### src/mmc_defines.vh
// constants of the muting mode controller: register map, fields, reset values, timing
`ifndef MMC_DEFINES_VH
`define MMC_DEFINES_VH

// ==========================================================
// register byte addresses
`define MMC_ADDR_CTRL 4'h0
`define MMC_ADDR_STATUS 4'h4
`define MMC_ADDR_CONFIG 4'h8
`define MMC_ADDR_ELAPSED 4'hC

// ==========================================================
// control register fields
`define MMC_CTRL_MODE_LSB 0
`define MMC_CTRL_MODE_MSB 2
`define MMC_CTRL_VAR4 3
`define MMC_CTRL_SHORT_FILT 4
`define MMC_CTRL_CFB_EN 5
`define MMC_CTRL_TXRX 6
`define MMC_CTRL_RESET 7'h01

// ==========================================================
// muting types
`define MMC_TYPE_TIMED2 2'h0
`define MMC_TYPE_SEQ2 2'h1
`define MMC_TYPE_TIMED4 2'h2
`define MMC_TYPE_NONE 2'h3

// ==========================================================
// axi responses
`define MMC_RESP_OKAY 2'h0
`define MMC_RESP_SLVERR 2'h2

// ==========================================================
// timing: clock rate, prescaler tick, limits in seconds
`define MMC_CLK_HZ 100000000
`define MMC_TICK_S 1
`define MMC_TICK_CYCLES (`MMC_CLK_HZ * `MMC_TICK_S)
`define MMC_TO_SHORT_MIN 10
`define MMC_TO_LONG_H 100
`define MMC_EN_HIGH_MAX_H 8
`define MMC_TO_SHORT_S (`MMC_TO_SHORT_MIN * 60)
`define MMC_TO_LONG_S (`MMC_TO_LONG_H * 3600)
`define MMC_EN_HIGH_MAX_S (`MMC_EN_HIGH_MAX_H * 3600)
`define MMC_FILT_NORMAL_MS 3000
`define MMC_FILT_SHORT_MS 100
`define MMC_SEC_W 19

`endif

### src/mmc_tick.v
// one-second tick prescaler for the muting timers
`timescale 1ns/1ns
`default_nettype none
`include "mmc_defines.vh"

module mmc_tick #(
   parameter [31:0] TICK_CYCLES = `MMC_TICK_CYCLES
) (
   input wire clk,
   input wire rst,
   output reg tick
);
   reg [31:0] cnt_r;

   always @(posedge clk or posedge rst) begin
      if (rst) begin
         cnt_r <= 32'h0;
         tick <= 1'b0;
      end else if (cnt_r >= TICK_CYCLES - 32'h1) begin
         cnt_r <= 32'h0;
         tick <= 1'b1;
      end else begin
         cnt_r <= cnt_r + 32'h1;
         tick <= 1'b0;
      end
   end
endmodule // mmc_tick

`default_nettype wire

### src/mmc_top.v
// muting mode controller: mode decode, muting timeouts, enable gate, override, axi4-lite regs
//
// Operation
// RL1: restart button overrides muting path after error
// RL2: modes 2,3,4,6 accept alternative second input
// RL3: control drives second signal only when needed
// RL4: enable high: next valid sequence starts muting
// RL5: enable low: muting start refused
// RL6: enable high over eight hours is error
// RL7: enable accepted only after seen low
// RL8: mode six excludes top beam, interlocks
// RL9: six selectable modes fix type and functions
// RL10: 2-sensor variant types and timeouts per mode
// RL11: per-mode function set per table
// RL12: 4-sensor variant types, no alt in six
// RL13: 4-sensor variant allows short 0.1 s filter
// RL14: input low at start grants no extension
// RL15: extension lasts while input stays low
// RL16: extension ends on high or 100 h
// RL17: after extension at most ten minutes more
// RL18: long timers run from one-second prescaler
//
// Design decisions made here: the register offsets and the AXI4-Lite interface to the registers.
`timescale 1ns/1ns
`default_nettype none
`include "mmc_defines.vh"

module mmc_top #(
   parameter [31:0] TICK_CYCLES = `MMC_TICK_CYCLES
) (
   input wire clk,
   input wire rst,
   input wire [3:0] s_axi_awaddr,
   input wire s_axi_awvalid,
   output reg s_axi_awready,
   input wire [31:0] s_axi_wdata,
   input wire [3:0] s_axi_wstrb,
   input wire s_axi_wvalid,
   output reg s_axi_wready,
   output reg [1:0] s_axi_bresp,
   output reg s_axi_bvalid,
   input wire s_axi_bready,
   input wire [3:0] s_axi_araddr,
   input wire s_axi_arvalid,
   output reg s_axi_arready,
   output reg [31:0] s_axi_rdata,
   output reg [1:0] s_axi_rresp,
   output reg s_axi_rvalid,
   input wire s_axi_rready,
   input wire muting_sensor_first,
   input wire muting_sensor_second,
   input wire muting_sensor_third,
   input wire muting_sensor_fourth,
   input wire mach_sensor_second,
   input wire enable_or_extension_input,
   input wire restart_button,
   input wire field_interrupted,
   input wire top_beam_interrupted,
   input wire seq_valid,
   input wire seq_end,
   output reg [3:0] sensors_to_detector,
   output reg [1:0] muting_type,
   output reg short_filter,
   output reg contactor_feedback_check,
   output reg muting_active,
   output reg muting_error,
   output reg override_active,
   output reg interlock
);
   // ==========================================================
   // mode decode: {cfb_sel, long_to, partial, gate, alt, ext, type[1:0]}
   function [7:0] mode_cfg;
      input [2:0] mode;
      input var4;
      reg [1:0] tmd;
      begin
         tmd = var4 ? `MMC_TYPE_TIMED4 : `MMC_TYPE_TIMED2; // [RL10] [RL12]
         case (mode)
            3'd1: mode_cfg = {1'b1, 1'b0, 1'b0, 1'b0, 1'b0, 1'b1, tmd};
            3'd2: mode_cfg = {1'b1, 1'b1, 1'b0, 1'b0, 1'b1, 1'b0, tmd};
            3'd3: mode_cfg = {1'b1, 1'b0, 1'b0, 1'b0, 1'b1, 1'b0, `MMC_TYPE_SEQ2};
            3'd4: mode_cfg = {1'b0, 1'b1, 1'b0, 1'b0, 1'b1, 1'b0, `MMC_TYPE_SEQ2};
            3'd5: mode_cfg = {1'b1, 1'b0, 1'b0, 1'b1, 1'b0, 1'b1, tmd};
            3'd6: mode_cfg = {1'b0, 1'b0, 1'b1, 1'b0, ~var4, 1'b1, tmd}; // [RL12]
            default: mode_cfg = {6'h00, `MMC_TYPE_NONE};
         endcase
      end
   endfunction

   // ==========================================================
   // pin synchronisers, two flops before any logic
   wire [8:0] pins_raw = {top_beam_interrupted, field_interrupted, restart_button,
      enable_or_extension_input, mach_sensor_second, muting_sensor_fourth,
      muting_sensor_third, muting_sensor_second, muting_sensor_first};
   reg [8:0] sync1_r;
   reg [8:0] sync2_r;
   always @(posedge clk or posedge rst) begin
      if (rst) begin
         sync1_r <= 9'h000;
         sync2_r <= 9'h000;
      end else begin
         sync1_r <= pins_raw;
         sync2_r <= sync1_r;
      end
   end
   wire en_in = sync2_r[5];
   wire restart_in = sync2_r[6];
   wire field_int = sync2_r[7];
   wire top_int = sync2_r[8];

   // ==========================================================
   // control register and decoded mode
   reg [6:0] ctrl_r;
   wire [2:0] mode = ctrl_r[`MMC_CTRL_MODE_MSB:`MMC_CTRL_MODE_LSB];
   wire [7:0] cfg = mode_cfg(mode, ctrl_r[`MMC_CTRL_VAR4]); // [RL9] [RL11]
   wire ext_allowed = cfg[2];
   wire alt_allowed = cfg[3];
   wire gate_mode = cfg[4];
   wire partial_mode = cfg[5] & ctrl_r[`MMC_CTRL_TXRX];
   // limits are plain integers; cut them to the seconds counter width on purpose
   wire [31:0] to_long_w = `MMC_TO_LONG_S;
   wire [31:0] to_short_w = `MMC_TO_SHORT_S;
   wire [`MMC_SEC_W-1:0] base_to = cfg[6] ? to_long_w[`MMC_SEC_W-1:0]
      : to_short_w[`MMC_SEC_W-1:0];

   wire tick;
   mmc_tick #(.TICK_CYCLES(TICK_CYCLES)) u_tick (
      .clk(clk),
      .rst(rst),
      .tick(tick)
   ); // [RL18]

   // ==========================================================
   // muting supervision
   reg [`MMC_SEC_W-1:0] elapsed_r;
   reg [`MMC_SEC_W-1:0] post_r;
   reg [`MMC_SEC_W-1:0] en_hi_r;
   reg ext_armed_r;
   reg ext_on_r;
   reg post_on_r;
   reg en_seen_low_r;
   reg en_err_r;
   reg restart_d_r;

   // gate: enable high, seen low first, and no stuck-high error
   wire gate_ok = ~gate_mode | (en_in & en_seen_low_r & ~en_err_r); // [RL4] [RL5] [RL7]
   wire start_ok = seq_valid & ~muting_active & ~muting_error & gate_ok
      & (muting_type != `MMC_TYPE_NONE);
   wire ext_end = ext_on_r & (en_in | (elapsed_r >= `MMC_TO_LONG_S)); // [RL16]
   wire to_hit = post_on_r ? (post_r >= `MMC_TO_SHORT_S) // [RL17]
      : (~ext_on_r & ~ext_armed_r & (elapsed_r >= base_to))
      | (ext_armed_r & ~ext_on_r & (elapsed_r >= base_to));
   wire restart_rel = restart_d_r & ~restart_in;

   always @(posedge clk or posedge rst) begin
      if (rst) begin
         muting_active <= 1'b0;
         muting_error <= 1'b1; // a power-up counts as a supply loss
         override_active <= 1'b0;
         interlock <= 1'b1;
         elapsed_r <= {`MMC_SEC_W{1'b0}};
         post_r <= {`MMC_SEC_W{1'b0}};
         en_hi_r <= {`MMC_SEC_W{1'b0}};
         ext_armed_r <= 1'b0;
         ext_on_r <= 1'b0;
         post_on_r <= 1'b0;
         en_seen_low_r <= 1'b0;
         en_err_r <= 1'b0;
         restart_d_r <= 1'b0;
         sensors_to_detector <= 4'h0;
         muting_type <= `MMC_TYPE_NONE;
         short_filter <= 1'b0;
         contactor_feedback_check <= 1'b0;
      end else begin
         restart_d_r <= restart_in;
         muting_type <= cfg[1:0];
         // shortened filter whenever the 4-sensor variant and the short filter bit are both set, in any mode
         short_filter <= ctrl_r[`MMC_CTRL_VAR4] & ctrl_r[`MMC_CTRL_SHORT_FILT]; // [RL13]
         contactor_feedback_check <= cfg[7] & ctrl_r[`MMC_CTRL_CFB_EN]; // [RL11]
         sensors_to_detector <= {sync2_r[3], sync2_r[2],
            sync2_r[1] | (alt_allowed & sync2_r[4]), sync2_r[0]}; // [RL2] [RL3]

         // enable input watch
         if (!en_in) begin
            en_seen_low_r <= 1'b1; // [RL7]
            en_hi_r <= {`MMC_SEC_W{1'b0}};
         end else if (tick && gate_mode) begin
            if (en_hi_r >= `MMC_EN_HIGH_MAX_S)
               en_err_r <= 1'b1; // [RL6]
            else
               en_hi_r <= en_hi_r + 1'b1;
         end

         // muting start, run and end
         if (start_ok) begin
            muting_active <= 1'b1;
            elapsed_r <= {`MMC_SEC_W{1'b0}};
            post_r <= {`MMC_SEC_W{1'b0}};
            ext_armed_r <= ext_allowed & en_in; // [RL14]
            ext_on_r <= 1'b0;
            post_on_r <= 1'b0;
         end else if (muting_active) begin
            if (tick) begin
               elapsed_r <= elapsed_r + 1'b1;
               if (post_on_r)
                  post_r <= post_r + 1'b1;
            end
            if (ext_armed_r && !en_in && !ext_on_r && !post_on_r && !to_hit)
               ext_on_r <= 1'b1; // [RL15]
            if (ext_end) begin
               ext_on_r <= 1'b0;
               ext_armed_r <= 1'b0;
               post_on_r <= 1'b1;
            end
            if (to_hit && !ext_on_r) begin
               muting_active <= 1'b0;
               muting_error <= 1'b1;
               post_on_r <= 1'b0;
               ext_armed_r <= 1'b0;
            end else if (seq_end) begin
               muting_active <= 1'b0;
               ext_on_r <= 1'b0;
               ext_armed_r <= 1'b0;
               post_on_r <= 1'b0;
            end
         end

         // override while the button is held after an error; release clears it
         if (muting_error && restart_in)
            override_active <= 1'b1; // [RL1]
         else
            override_active <= 1'b0;
         if (muting_error && restart_rel)
            muting_error <= 1'b0; // [RL1]
         if (en_err_r && restart_rel && !en_in)
            en_err_r <= 1'b0;

         // interlock: beam hit outside muting, or top beam in partial mode
         if ((field_int && !muting_active && !override_active && !restart_in)
            || (partial_mode && top_int && !override_active))
            interlock <= 1'b1; // [RL8]
         else if (restart_rel && !field_int)
            interlock <= 1'b0;
      end
   end

   // ==========================================================
   // axi4-lite slave; address and data taken in either order
   reg aw_have_r;
   reg w_have_r;
   reg [3:0] aw_addr_r;
   reg [31:0] w_data_r;
   reg [3:0] w_strb_r;
   wire [31:0] status_w = {25'h0, en_seen_low_r, en_err_r, post_on_r, ext_on_r,
      ext_armed_r, muting_error, muting_active};

   always @(posedge clk or posedge rst) begin
      if (rst) begin
         s_axi_awready <= 1'b0;
         s_axi_wready <= 1'b0;
         s_axi_bvalid <= 1'b0;
         s_axi_bresp <= `MMC_RESP_OKAY;
         s_axi_arready <= 1'b0;
         s_axi_rvalid <= 1'b0;
         s_axi_rresp <= `MMC_RESP_OKAY;
         s_axi_rdata <= 32'h0;
         aw_have_r <= 1'b0;
         w_have_r <= 1'b0;
         aw_addr_r <= 4'h0;
         w_data_r <= 32'h0;
         w_strb_r <= 4'h0;
         ctrl_r <= `MMC_CTRL_RESET;
      end else begin
         s_axi_awready <= 1'b0;
         s_axi_wready <= 1'b0;
         s_axi_arready <= 1'b0;
         if (s_axi_awvalid && !aw_have_r && !s_axi_awready && !s_axi_bvalid) begin
            s_axi_awready <= 1'b1;
            aw_have_r <= 1'b1;
            aw_addr_r <= s_axi_awaddr;
         end
         if (s_axi_wvalid && !w_have_r && !s_axi_wready && !s_axi_bvalid) begin
            s_axi_wready <= 1'b1;
            w_have_r <= 1'b1;
            w_data_r <= s_axi_wdata;
            w_strb_r <= s_axi_wstrb;
         end
         if (aw_have_r && w_have_r && !s_axi_bvalid) begin
            aw_have_r <= 1'b0;
            w_have_r <= 1'b0;
            s_axi_bvalid <= 1'b1;
            if (aw_addr_r == `MMC_ADDR_CTRL) begin
               s_axi_bresp <= `MMC_RESP_OKAY;
               // mode cannot change under running muting
               if (w_strb_r[0] && !muting_active)
                  ctrl_r <= w_data_r[6:0];
            end else if (aw_addr_r == `MMC_ADDR_STATUS || aw_addr_r == `MMC_ADDR_CONFIG
               || aw_addr_r == `MMC_ADDR_ELAPSED)
               s_axi_bresp <= `MMC_RESP_OKAY;
            else
               s_axi_bresp <= `MMC_RESP_SLVERR;
         end else if (s_axi_bvalid && s_axi_bready)
            s_axi_bvalid <= 1'b0;

         if (s_axi_arvalid && !s_axi_arready && !s_axi_rvalid) begin
            s_axi_arready <= 1'b1;
            s_axi_rvalid <= 1'b1;
            s_axi_rresp <= `MMC_RESP_OKAY;
            if (s_axi_araddr == `MMC_ADDR_CTRL)
               s_axi_rdata <= {25'h0, ctrl_r};
            else if (s_axi_araddr == `MMC_ADDR_STATUS)
               s_axi_rdata <= status_w;
            else if (s_axi_araddr == `MMC_ADDR_CONFIG)
               s_axi_rdata <= {24'h0, cfg};
            else if (s_axi_araddr == `MMC_ADDR_ELAPSED)
               s_axi_rdata <= {13'h0, elapsed_r};
            else begin
               s_axi_rdata <= 32'h0;
               s_axi_rresp <= `MMC_RESP_SLVERR;
            end
         end else if (s_axi_rvalid && s_axi_rready)
            s_axi_rvalid <= 1'b0;
      end
   end
endmodule // mmc_top

`default_nettype wire

### config.mk
export PLATFORM = sky130hd
export DESIGN_NAME = mmc_top
export DESIGN_NICKNAME = d
export VERILOG_FILES = /design/src/mmc_tick.v /design/src/mmc_top.v
export VERILOG_INCLUDE_DIRS = /design/src
export SDC_FILE = /design/constraint.sdc
export NUM_CORES = 1
export LEC_CHECK = 0
export BUFFER_PORTS_ARGS = -buffer_cell sky130_fd_sc_hd__buf_4
export CAP_MARGIN = 20
export CORE_AREA = 2 2 148 150
export CTS_CLUSTER_DIAMETER = 50
export CTS_CLUSTER_SIZE = 25
export DETAILED_ROUTE_END_ITERATION = 12
export DIE_AREA = 0 0 150 152
export HOLD_SLACK_MARGIN = 0.15
export PLACE_DENSITY = 0.69
export SYNTH_ARGS = -nofsm -noshare
export SYNTH_HDL_FRONTEND = slang
export SYNTH_HIERARCHICAL = 1
export SYNTH_SLANG_ARGS = --single-unit
### constraint.sdc
create_clock -name clk -period 4.2 [get_ports clk]
set_input_delay 0.21 -clock clk [delete_from_list [all_inputs] [get_ports clk]]
set_output_delay 0.21 -clock clk [all_outputs]
set_load 0.02 [all_outputs]
==> results.tsv, run 1 <==
metric	value	unit
async set-reset flop share out of synthesis	100.0	%
Final Non-Filler Cells	1138	
grt ovf	0	
Fill cells	1995	
power share of the combinational group	21.7	%
worst hold path cell count	2	
core box area	21350	um2
initial antenna violation count	0	
Mean Syn Cell Area	11.07	um2
Initial DRC Count	289	
total CTS buffers	17	
clk slew on worst S/H paths	0.06	ns
status	completed	
Critical Path Max Stage Delay	0.56	ns
GRT Overall Usage	16.12	%
top cells by area, synth	dfrtp_1, xnor2_1, mux2_2, nor2_1, ha_1	
Final GP Congestion	0.7780	
Synth area leader	dfrtp_1	
clock sink total	173	
layout cells sized above 1	20.16	%
Hold EP	s_axi_rdata[7]$_DFFE_PP0P_	
max_slew headroom	34.61	%
Multi-input gate area	3692	um2
crit path kind	flip-flop to flip-flop	
max_cap viols	0	
final worst-path cycle share	70.76	%
worst-margin pin slew	0.9777	ns
Clock power frac	33.4	%
RSZ-0062 raised after global routing	false	
Diodes inserted	0	
minimum clock period	2.972	ns
CTS root buf	clkbuf_16	
P_leak	0.004361	uW
first-pass GRT wire length	29680	um
Post-Synthesis Cell Area	8303	um2
Reg-to-Reg End	muting_error$_DFFE_PP1P_	
Max Root-Sink Buffers	2	
Final setup viols	0	
worst reg2reg path startpoint	ctrl_r[1]$_DFFE_PP0P_	
fin util	46.70	%
CTS resizes	0	
DRC viols	0	
setup TNS	0	ns
register area	4335	um2
num rows	54	
Startpoint Class	flip-flop	
Yosys reg bits	173	
DR vias	5979	
critical path's slowest cell	a2111oi_0	
Mapped Cells	750	
sw frac	31.19	%
number of global-route vias before repair	5837	
Yosys warnings	6	
CTS H-tree depth	4	
critical path cell sequence	xnor2_1, nor2_1, inv_1, ha_1, nor4bb_1, nor3b_1, o31ai_1, a2111oi_0, a21o_1	
CP top delay family	simple AND/OR/NAND/NOR gates	
total power	4767	uW
Initial Util	38.89	%
placed insts	1076	
sequential cell area fraction in the yosys report	52.22	%
Area Overhead vs Synth	20.09	%
worst min-delay path startpoint	s_axi_araddr[3]	
Die H	152	um
Layout Nets	923	
Synth Flop Type	dfrtp_1	
WHS	0.1647	ns
Critical Path Sink Type	flip-flop	
Synth top area share	50.63	%
FF-to-FF setup slack	1.23	ns
Worst Path Required	4.57	ns
Max FO, Critical Path	13	
largest net degree at the start of global routing	92	
# port buffers	71	
P_sw	1487	uW
Fin Clk Skew	0.02212	ns
vias per std cell	5.254	
Achievable Freq	0.3365	GHz
sequential power share	44.9	%
WL per Instance	15.37	um
Final Hold Fails	0	
Clock Latency Late Sink	0.44	ns
antenna-violating nets left	0	
Die Footprint	22800	um2
Die Wd	150	um
number of flops mapped to enable cells by yosys	0	
Worst EP arrival	3.35	ns
CTS tree	built	
maximum VDD drop	281.4	uV
Pint	3280	uW
IO Count	115	
total wire length	17490	um
drt pass-1 iters	4	
HP Class	input port to flip-flop	
Max Transition Viols Final	0	
worst path buffer plus inverter count	1	
Cell Pwr Density	478.1	nW/um2
Yosys cell types	72	
reg2reg path depth	9	
dpl hpwl	11980	um
==> state kept, by name, indices dropped and copies added (netlist names), 2 cells and up <==
name                 flops
aw_addr_r                4
ctrl_r                   7
elapsed_r               19
en_hi_r                 19
muting_type              2
post_r                  19
s_axi_rdata             19
sensors_to_detector      4
sync1_r                  9
sync2_r                  9
u_tick/cnt_r            32
w_data_r                 7
==> power groups by stage <==
stage	Sequential, uW	Combinational [uW]	Clock [uW]
after floorplan	2120	701	0
after global placement	2160	961	0
after detailed placement	2170	995	0
after CTS	2140	1020	1630
after global routing	2170	1150	1690
final	2140	1040	1590
==> final cells by class <==
cell class | count | share of cell area [%]
multi-input combinational | 520 | 37.03
clock buffer | 19 | 4.442
tap | 280 | 3.514
inverter | 25 | 0.9913
clock inverter | 13 | 1.531
sequential | 173 | 43.48
timing repair buffer | 108 | 9.010
==> layer usage <==
layer / routed length (um) / share of wire (%) / up-vias / global-route usage (%)
met5: 0 / 0 / - / 0
met4: 393 / 2.2 / 0 / 5.705
met3: 638 / 3.6 / 25 / 3.393
met2: 8367 / 48 / 117 / 24.98
met1: 8087 / 46 / 2934 / 22.41
li1: - / - / 2903 / -
==> per-stage QoR <==
stage	cell area (um2)	setup slack (ns)
floorplan	8371	0.2454
global placement	9062	1.289
detailed placement	9062	1.237
CTS	9908	1.230
global route	9971	0.8726
finish	9971	1.228
==> synth_stat cells (3+ instances only) <==
cell type and count:
a2111oi_2 13, a211o_1 4, a211oi_1 11, a21o_1 5, a21oi_1 15, a22o_1 19
a31oi_1 7, and2_1 13, and3_1 9, and4_1 7, buf_1 6, buf_4 16
buf_6 3, clkbuf_1 23, dfrtp_1 168, dfstp_2 5, ha_1 16, inv_1 25
mux2_2 19, mux4_2 6, nand2_1 51, nand2b_1 3, nand3_1 30, nand4_1 22
nor2_1 56, nor2b_1 3, nor3_1 23, nor4_1 7, nor4b_1 3, o211ai_1 5
o21a_1 3, o21ai_0 21, o31a_1 4, o31ai_1 9, or3_1 12, or4_1 7
or4b_1 7, xnor2_1 37, xor2_1 13
==> worst reg2reg max path: stages, from the launching register on <==
cell and delay, ns:
dfrtp_1 0.52, xnor2_1 0.19, nor2_1 0.19, inv_1 0.19, ha_1 0.33, nor4bb_1 0.46, nor3b_1 0.23, o31ai_1 0.12
a2111oi_0 0.56, a21o_1 0.14
==> timing repair <==
item | 4_1_cts | 5_1_grt
hold buffers | 25 | 1
setup endpoints to repair | 0 | 0
endpoints found under the hold margin | 142 | 1
buffers inserted | 0 | 0
==> how the worst max path moves through the flow <==
stage,startpoint,to,slack (ns),cells after the start
6_report,ctrl_r[1]$_DFFE_PP0P_,muting_error$_DFFE_PP1P_,1.23,9
5_1_grt,ctrl_r[1]$_DFFE_PP0P_,muting_error$_DFFE_PP1P_,0.87,9
4_1_cts,ctrl_r[1]$_DFFE_PP0P_,muting_error$_DFFE_PP1P_,1.23,9
3_5_place_dp,ctrl_r[1]$_DFFE_PP0P_,muting_error$_DFFE_PP1P_,1.24,9
3_3_place_gp,ctrl_r[1]$_DFFE_PP0P_,muting_error$_DFFE_PP1P_,1.29,9
2_1_floorplan,rst,aw_addr_r[0]$_DFFE_PP0P_,0.25,1
==> cells in the final DEF (no fill, tap or decap), types with 6 or more instances in the layout <==
| cell type | n |
|---|---|
| or4_1 | 7 |
| and4_1 | 7 |
| dfrtp_1 | 168 |
| conb_1 | 20 |
| buf_4 | 78 |
| nor3_1 | 23 |
| a31oi_1 | 7 |
| nand3_1 | 30 |
| and2_1 | 13 |
| a21oi_1 | 15 |
| nand2_1 | 51 |
| and3_1 | 9 |
| ha_1 | 16 |
| clkbuf_16 | 18 |
| or4b_1 | 7 |
| inv_1 | 24 |
| xor2_1 | 13 |
| nor4_1 | 7 |
| xnor2_1 | 37 |
| a22o_1 | 19 |
| a2111oi_2 | 13 |
| mux2_2 | 19 |
| nor2_1 | 56 |
| dlygate4sd3_1 | 26 |
| a211oi_1 | 11 |
| o21ai_0 | 21 |
| or3_1 | 12 |
| o31ai_1 | 9 |
| mux4_2 | 6 |
| nand4_1 | 22 |
==> cell families (layout without fill, tap and decap cells) <==
logic type                 count (synthesis)  count (layout)  synth area share, %
adders and majority gates                 16              16                2.411
other                                      2              20              0.09045
muxes                                     27              27                4.446
and+or+nand+nor                          271             271                17.92
buffers and inverters                     75             165                4.415
xor gates and xnor gates                  50              50                5.274
DFF                                      173             173                52.22
AOI/OAI and AO/OA                        136             136                13.23
No activity file was read; power rests on OpenSTA's default activity.
==> run 2: changes to the inputs <==
==> constraint.sdc (replaced) <==
create_clock -name clk -period 2.6 [get_ports clk]
set_input_delay 0.13 -clock clk [delete_from_list [all_inputs] [get_ports clk]]
set_output_delay 0.13 -clock clk [all_outputs]
set_load 0.02 [all_outputs]
==> results.tsv, run 2 (synthesis results as in run 1) <==
metric	value	unit	change
Achievable Freq	0.4041	GHz	+20%
vias per std cell	5.175		-1.5%
DR vias	5993		+0.23%
Fin Clk Skew	0.01239	ns	-0.009729 ns
layout cells sized above 1	22.10	%	+1.9 points
Area after DPL	9244	um2	+2.0%
Critical Path Max Stage Delay	0.39	ns	-0.17 ns
WL per Instance	15.13	um	-1.5%
Final Hold Fails	0		unchanged
Clock power frac	32.2	%	-1.2 points
status	completed		
core box area	21350	um2	unchanged
CTS root buf	clkbuf_16		
IO Count	115		unchanged
Final Cell Area	10120	um2	+1.5%
critical path cell sequence	xnor2_1, nor2_2, inv_2, ha_1, a211o_1, a211o_1, a211oi_2, a22oi_1, a2111oi_1		
Max Root-Sink Buffers	2		unchanged
most common cell after layout, fill and taps aside	dfrtp_1		
GRT Overall Usage	15.98	%	-0.14 points
Startpoint Class	flip-flop		
sw frac	31.61	%	+0.43 points
CP top delay family	compound AO/OA/AOI/OAI gates		
grt ovf	0		unchanged
final worst-path cycle share	95.19	%	+24 points
total power	7777	uW	+63%
Max Transition Viols Final	0		unchanged
Initial Util	38.89	%	unchanged
Diodes inserted	0		unchanged
Area Overhead vs Synth	21.94	%	
worst path buffer plus inverter count	1		unchanged
global routing usage on met3	3.574	%	+0.18 points
Die Wd	150	um	unchanged
total CTS buffers	17		unchanged
clock sink total	173		unchanged
met2 Usage GRT	25.07	%	+0.087 points
Max FO, Critical Path	3		-10
Final setup viols	0		unchanged
Clock Latency Late Sink	0.42	ns	-0.02 ns
P_sw	2459	uW	+65%
Initial DRC Count	270		-6.6%
Worst EP arrival	2.78	ns	-0.57 ns
worst-margin pin slew	0.7922	ns	-0.1854 ns
# port buffers	71		unchanged
num rows	54		unchanged
Top reg by flops	u_tick/cnt_r		
initial antenna violation count	0		unchanged
antenna-violating nets left	0		unchanged
critical path's slowest cell	dfrtp_1		
P_leak	0.004460	uW	+2.3%
minimum clock period	2.475	ns	-0.4972 ns
drt pass-1 iters	4		unchanged
total wire length	17520	um	+0.18%
number of global-route vias before repair	5724		-1.9%
Final GP Congestion	0.8004		+2.9%
WHS	0.1684	ns	+0.003629 ns
GRT met1 Usage	22.38	%	-0.026 points
HP Class	input port to flip-flop		
Critical Path Sink Type	flip-flop		
clk slew on worst S/H paths	0.07	ns	about the same
Worst Path Required	2.90	ns	-1.67 ns
Layout Nets	943		+2.2%
commonest non-fill, non-tap cells in the layout	dfrtp_1, buf_4, nor2_1		
fin util	47.42	%	+0.72 points
CTS H-tree depth	4		unchanged
setup bufs post-CTS	0		unchanged
first-pass GRT wire length	29430	um	-0.84%
Die Footprint	22800	um2	unchanged
crit path kind	flip-flop to flip-flop		
max_slew headroom	47.07	%	+12 points
dpl hpwl	12020	um	+0.34%
largest net degree at the start of global routing	48		-48%
RSZ-0062 raised after global routing	true		
max_cap viols	0		unchanged
sequential power share	43.6	%	-1.3 points
power share of the combinational group	24.2	%	+2.5 points
Die H	152	um	unchanged
Pint	5319	uW	+62%
DRC viols	0		unchanged
Crit path top cell by count	a211o_1		
maximum VDD drop	380.0	uV	+35%
max reg flops	32		unchanged
CTS tree	built		
Cell Pwr Density	768.2	nW/um2	+61%
grt peak-use layer	met2		
## run 2: cell types whose count changed in the layout (fill, tap and decap cells not counted), sizes merged
cell,delta
bufinv,-1
dlygate4sd3,+3
buf,+20
clkinv,+1
inv,+4
clkinvlp,-3
clkbuf,-4
## run 2: final cells by class
class | count | area (um2)
Clock buffer | 18 | 429.2
Clock inverter | 14 | 146.4
Fill cell | 1940 | 11230
Inverter | 25 | 97.59
Multi-Input combinational cell | 520 | 3707
Sequential cell | 173 | 4335
Tap cell | 280 | 350.3
Timing Repair Buffer | 128 | 1059
## run 2: per-layer routing
| layer | part of all wire [%] | wire, um |
|---|---|---|
| met3 | 4.0 | 700 |
| met4 | 0.84 | 148 |
| met5 | 0 | 0 |
| met2 | 49 | 8507 |
| met1 | 47 | 8162 |
## run 2: what timing repair did
action                     in CTS  in global routing
hold endpoints to repair       90                  0
gates resized for setup         0                  4
hold buffers                   29                  0
setup endpoints to repair       0                  5
## run 2: through the flow
stage               setup TNS (ns)  setup WS (ns)  cells
global placement                 0         0.1167   1097
CTS                              0        0.01620   1158
detailed placement               0        0.02724   1097
finish                           0         0.1252   1158
floorplan                        0        0.01178    768
global route              -0.08360       -0.03269   1158
## run 2: final timing paths
check | from | end | slack [ns] | cells after the start
min in group asynchronous | rst | u_tick/cnt_r[31]$_DFF_PP0_ | 0.37 | 4
max in group asynchronous | rst | en_hi_r[13]$_DFFE_PP0P_ | 1.40 | 4
worst min register to register | sync2_r[3]$_DFF_PP0_ | sensors_to_detector[3]$_DFF_PP0_ | 0.35 | 0
worst max-delay path | ctrl_r[2]$_DFFE_PP0P_ | ext_on_r$_DFFE_PP0P_ | 0.13 | 9
worst max register to register | ctrl_r[2]$_DFFE_PP0P_ | ext_on_r$_DFFE_PP0P_ | 0.13 | 9
worst min-delay path | s_axi_arvalid | s_axi_arready$_DFF_PP0_ | 0.17 | 4
## run 2: power by group through the flow
stage          sequential, uW  combinational (uW)  clock, uW
2_1_floorplan            3420                1140          0
3_3_place_gp             3430                1790          0
3_5_place_dp             3450                1820          0
4_1_cts                  3390                1870       2570
5_1_grt                  3440                2080       2670
6_report                 3390                1880       2500
## run 2: worst reg2reg max path, stage by stage, from the launching register on
cell	delay (ns)
dfrtp_1	0.39
xnor2_1	0.14
nor2_2	0.19
inv_2	0.06
ha_1	0.28
a211o_1	0.30
a211o_1	0.32
a211oi_2	0.21
a22oi_1	0.12
a2111oi_1	0.36
==> run 3: changes to the inputs <==
--- a/config.mk
+++ b/config.mk
@@ -6,13 +6,14 @@
 export SDC_FILE = /design/constraint.sdc
 export NUM_CORES = 1
 export LEC_CHECK = 0
+export ABC_AREA = 1
 export BUFFER_PORTS_ARGS = -buffer_cell sky130_fd_sc_hd__buf_4
 export CAP_MARGIN = 20
-export CORE_AREA = 2 2 148 150
+export CORE_AREA = 2 2 151 153
 export CTS_CLUSTER_DIAMETER = 50
 export CTS_CLUSTER_SIZE = 25
 export DETAILED_ROUTE_END_ITERATION = 12
-export DIE_AREA = 0 0 150 152
+export DIE_AREA = 0 0 153 155
 export HOLD_SLACK_MARGIN = 0.15
 export PLACE_DENSITY = 0.69
 export SYNTH_ARGS = -nofsm -noshare
==> results.tsv, run 3 <==
metric	value	unit	change
status	completed		
RSZ-0062 raised after global routing	false		
IO Count	115		unchanged
Reg-to-Reg End	post_on_r$_DFFE_PP0P_		
Die H	155	um	+2.0%
GRT Overall Usage	17.61	%	+1.6 points
total wire length	20110	um	+15%
commonest non-fill, non-tap cells in the layout	nand2_1, dfrtp_1, nor2_1		
Initial DRC Count	492		+82%
minimum clock period	2.242	ns	-0.2329 ns
Fin Clk Skew	0.009268	ns	-0.003124 ns
Max Transition Viols Final	0		unchanged
Yosys reg bits	173		unchanged
DRC viols	0		unchanged
Final Hold Fails	0		unchanged
critical path cell sequence	nand2_1, nand2_1, a21oi_2, inv_2, ha_1, nand2_1, nor2_1, nand3_1, nand3_1, nand2_1, nand2_1, nand2_1, nand3_1, nand2_1, nand2_1, nand2_1		
number of flops mapped to enable cells by yosys	0		unchanged
max layer used	met4		
most common cell after layout, fill and taps aside	nand2_1		
layout cells sized above 1	14.98	%	-7.1 points
Die Wd	153	um	+2.0%
sequential cell area fraction in the yosys report	49.81	%	-2.4 points
CP Depth	16		+7
routed wl met3	1118	um	+60%
Fill cells	2164		+12%
Critical Path Sink Type	flip-flop		
Multi-input gate area	3682	um2	-0.68%
top-count cell post-synth	nand2_1		
dpl hpwl	14810	um	+23%
max_slew headroom	49.40	%	+2.3 points
CTS tree	built		
Synth Flop Type	dfrtp_1		
# port buffers	71		unchanged
dpl ws	0.2397	ns	+0.2124 ns
FF-to-FF setup slack	0.36	ns	+0.23 ns
grt ovf	0		unchanged
Yosys warnings	6		unchanged
Clock Latency Late Sink	0.43	ns	about the same
clk slew on worst S/H paths	0.06	ns	about the same
num rows	55		+1.9%
Startpoint Class	flip-flop		
largest net degree at the start of global routing	47		-2.1%
Final setup viols	0		unchanged
placed insts	1401		+28%
WL per Instance	13.78	um	-8.9%
Initial Util	39.16	%	+0.27 points
Hold EP	s_axi_rdata[1]$_DFFE_PP0P_		
Mapped Cells	1048		+40%
maximum VDD drop	368.8	uV	-2.9%
crit path kind	flip-flop to flip-flop		
core box area	22230	um2	+4.1%
Layout Nets	1240		+31%
final worst-path cycle share	86.23	%	-9.0 points
first-pass GRT wire length	34030	um	+16%
worst min-delay path startpoint	s_axi_araddr[3]		
Area Overhead vs Synth	19.99	%	
register area	4335	um2	unchanged
Max Root-Sink Buffers	2		unchanged
top cells by count, synth	nand2_1, dfrtp_1, inv_1, nor2_1, nand3_1		
routed wl met2	9444	um	+11%
Yosys cell types	54		-25%
CTS H-tree depth	4		unchanged
total CTS buffers	17		unchanged
Top reg by flops	u_tick/cnt_r		
Crit path top cell by count	nand2_1		
Post-Synthesis Cell Area	8705	um2	+4.8%
drt pass-1 iters	5		+1
reg2reg path depth	16		+7
Diodes inserted	0		unchanged
Worst EP arrival	2.55	ns	-0.23 ns
Synth top area share	48.30	%	-2.3 points
max reg flops	32		unchanged
P_leak	0.004793	uW	+7.5%
Achievable Freq	0.4460	GHz	+10%
async set-reset flop share out of synthesis	100.0	%	unchanged
Mean Syn Cell Area	8.306	um2	-25%
Final Non-Filler Cells	1460		+26%
WL met1	9181	um	+12%
clock sink total	173		unchanged
top cells by area, synth	dfrtp_1, nand2_1, inv_1, nor2_1, nand3_1		
worst reg2reg path startpoint	ctrl_r[1]$_DFFE_PP0P_		
DR vias	7191		+20%
setup bufs post-CTS	0		unchanged
Synth area leader	dfrtp_1		
setup TNS	0	ns	unchanged
max_cap viols	0		unchanged
initial antenna violation count	0		unchanged
CP top delay family	simple AND/OR/NAND/NOR gates		
worst hold path cell count	5		+1
worst-margin pin slew	0.7520	ns	-0.04020 ns
critical path's slowest cell	dfrtp_1		
vias per std cell	4.925		-4.8%
Max FO, Critical Path	8		+5
Die Footprint	23720	um2	+4.0%
Worst Path Required	2.91	ns	about the same
number of global-route vias before repair	6929		+21%
HP Class	input port to flip-flop		
worst path buffer plus inverter count	1		unchanged
CTS root buf	clkbuf_16		
antenna-violating nets left	0		unchanged
Cell Pwr Density	773.8	nW/um2	+0.74%
Critical Path Max Stage Delay	0.45	ns	+0.06 ns
Final GP Congestion	0.9185		+15%
Worst Slack Setup Final	0.3580	ns	+0.2329 ns
run 3: cell count changes in the layout (fill, tap and decap cells not counted), sizes merged, moves of 15 or more:
cell,change
xnor2,-34
nand2,+182
a2111oi,-15
a22o,-19
nand3,+32
nor2,+88
o21ai,+39
buf,-17
a21oi,+19
nor3,+19
inv,+112
mux2,-19
run 3: layout make-up:
cell class	instances	area share, %
inverter	145	5.319
multi-input combinational	716	35.25
clock buffer	19	4.241
timing repair buffer	109	8.721
tap	285	3.414
clock inverter	13	1.545
sequential	173	41.51
run 3: where the power goes:
part	internal [uW]	total (uW)	switching [uW]	leakage, uW
combinational	704	2080	1380	0.00225
clock	1540	2630	1090	0.000286
sequential	3090	3370	284	0.00226
run 3: layer usage:
| layer | track usage, % | up-vias |
|---|---|---|
| li1 | - | 3581 |
| met1 | 23.39 | 3403 |
| met2 | 28.68 | 181 |
| met3 | 4.011 | 26 |
| met4 | 5.864 | 0 |
| met5 | 0 | - |
run 3: logic make-up after synthesis:
kind of cell / count (synthesis) / share of synthesized area [%]
xor gates and xnor gates: 22 / 2.214
AOI/OAI and AO/OA: 138 / 9.314
adders and majority gates: 16 / 2.300
other: 2 / 0.08628
DFF: 173 / 49.81
and+or+nand+nor: 520 / 27.51
buffers and inverters: 177 / 8.768
run 3: worst max path at each step:
stage / from / to / slack, ns
finish: ctrl_r[1]$_DFFE_PP0P_ / post_on_r$_DFFE_PP0P_ / 0.36
global route: ctrl_r[1]$_DFFE_PP0P_ / ext_armed_r$_DFFE_PP0P_ / 0.09
CTS: ctrl_r[1]$_DFFE_PP0P_ / post_on_r$_DFFE_PP0P_ / 0.22
detailed placement: ctrl_r[1]$_DFFE_PP0P_ / post_on_r$_DFFE_PP0P_ / 0.24
global placement: ctrl_r[1]$_DFFE_PP0P_ / post_on_r$_DFFE_PP0P_ / 0.31
floorplan: ctrl_r[1]$_DFFE_PP0P_ / post_on_r$_DFFE_PP0P_ / 0.51
run 3: repair_timing:
| action | in CTS | in global routing |
|---|---|---|
| endpoints found under the setup margin | 0 | 3 |
| endpoints found under the hold margin | 72 | 0 |
| gates resized for setup | 0 | 2 |
| hold buffers | 27 | 0 |
run 3: tightest hold or removal path, delay by kind of cell:
kind                   cells  cell delay, ns
AND/OR/NAND/NOR            1            0.08
buffers and inverters      2            0.17
AO/OA/AOI/OAI              2            0.21
run 3: per-stage QoR:
| stage | power (uW) | cell area, um2 | hold slack, ns | util [%] |
|---|---|---|---|---|
| floorplan | 4729 | 8776 | 0.1614 | - |
| global placement | 5401 | 9567 | 0.2401 | 43.04 |
| detailed placement | 5469 | 9567 | 0.2406 | 43.04 |
| CTS | 8155 | 10440 | 0.1724 | 46.97 |
| global route | 8565 | 10450 | 0.2244 | 46.99 |
| finish | 8082 | 10450 | 0.2077 | 46.99 |
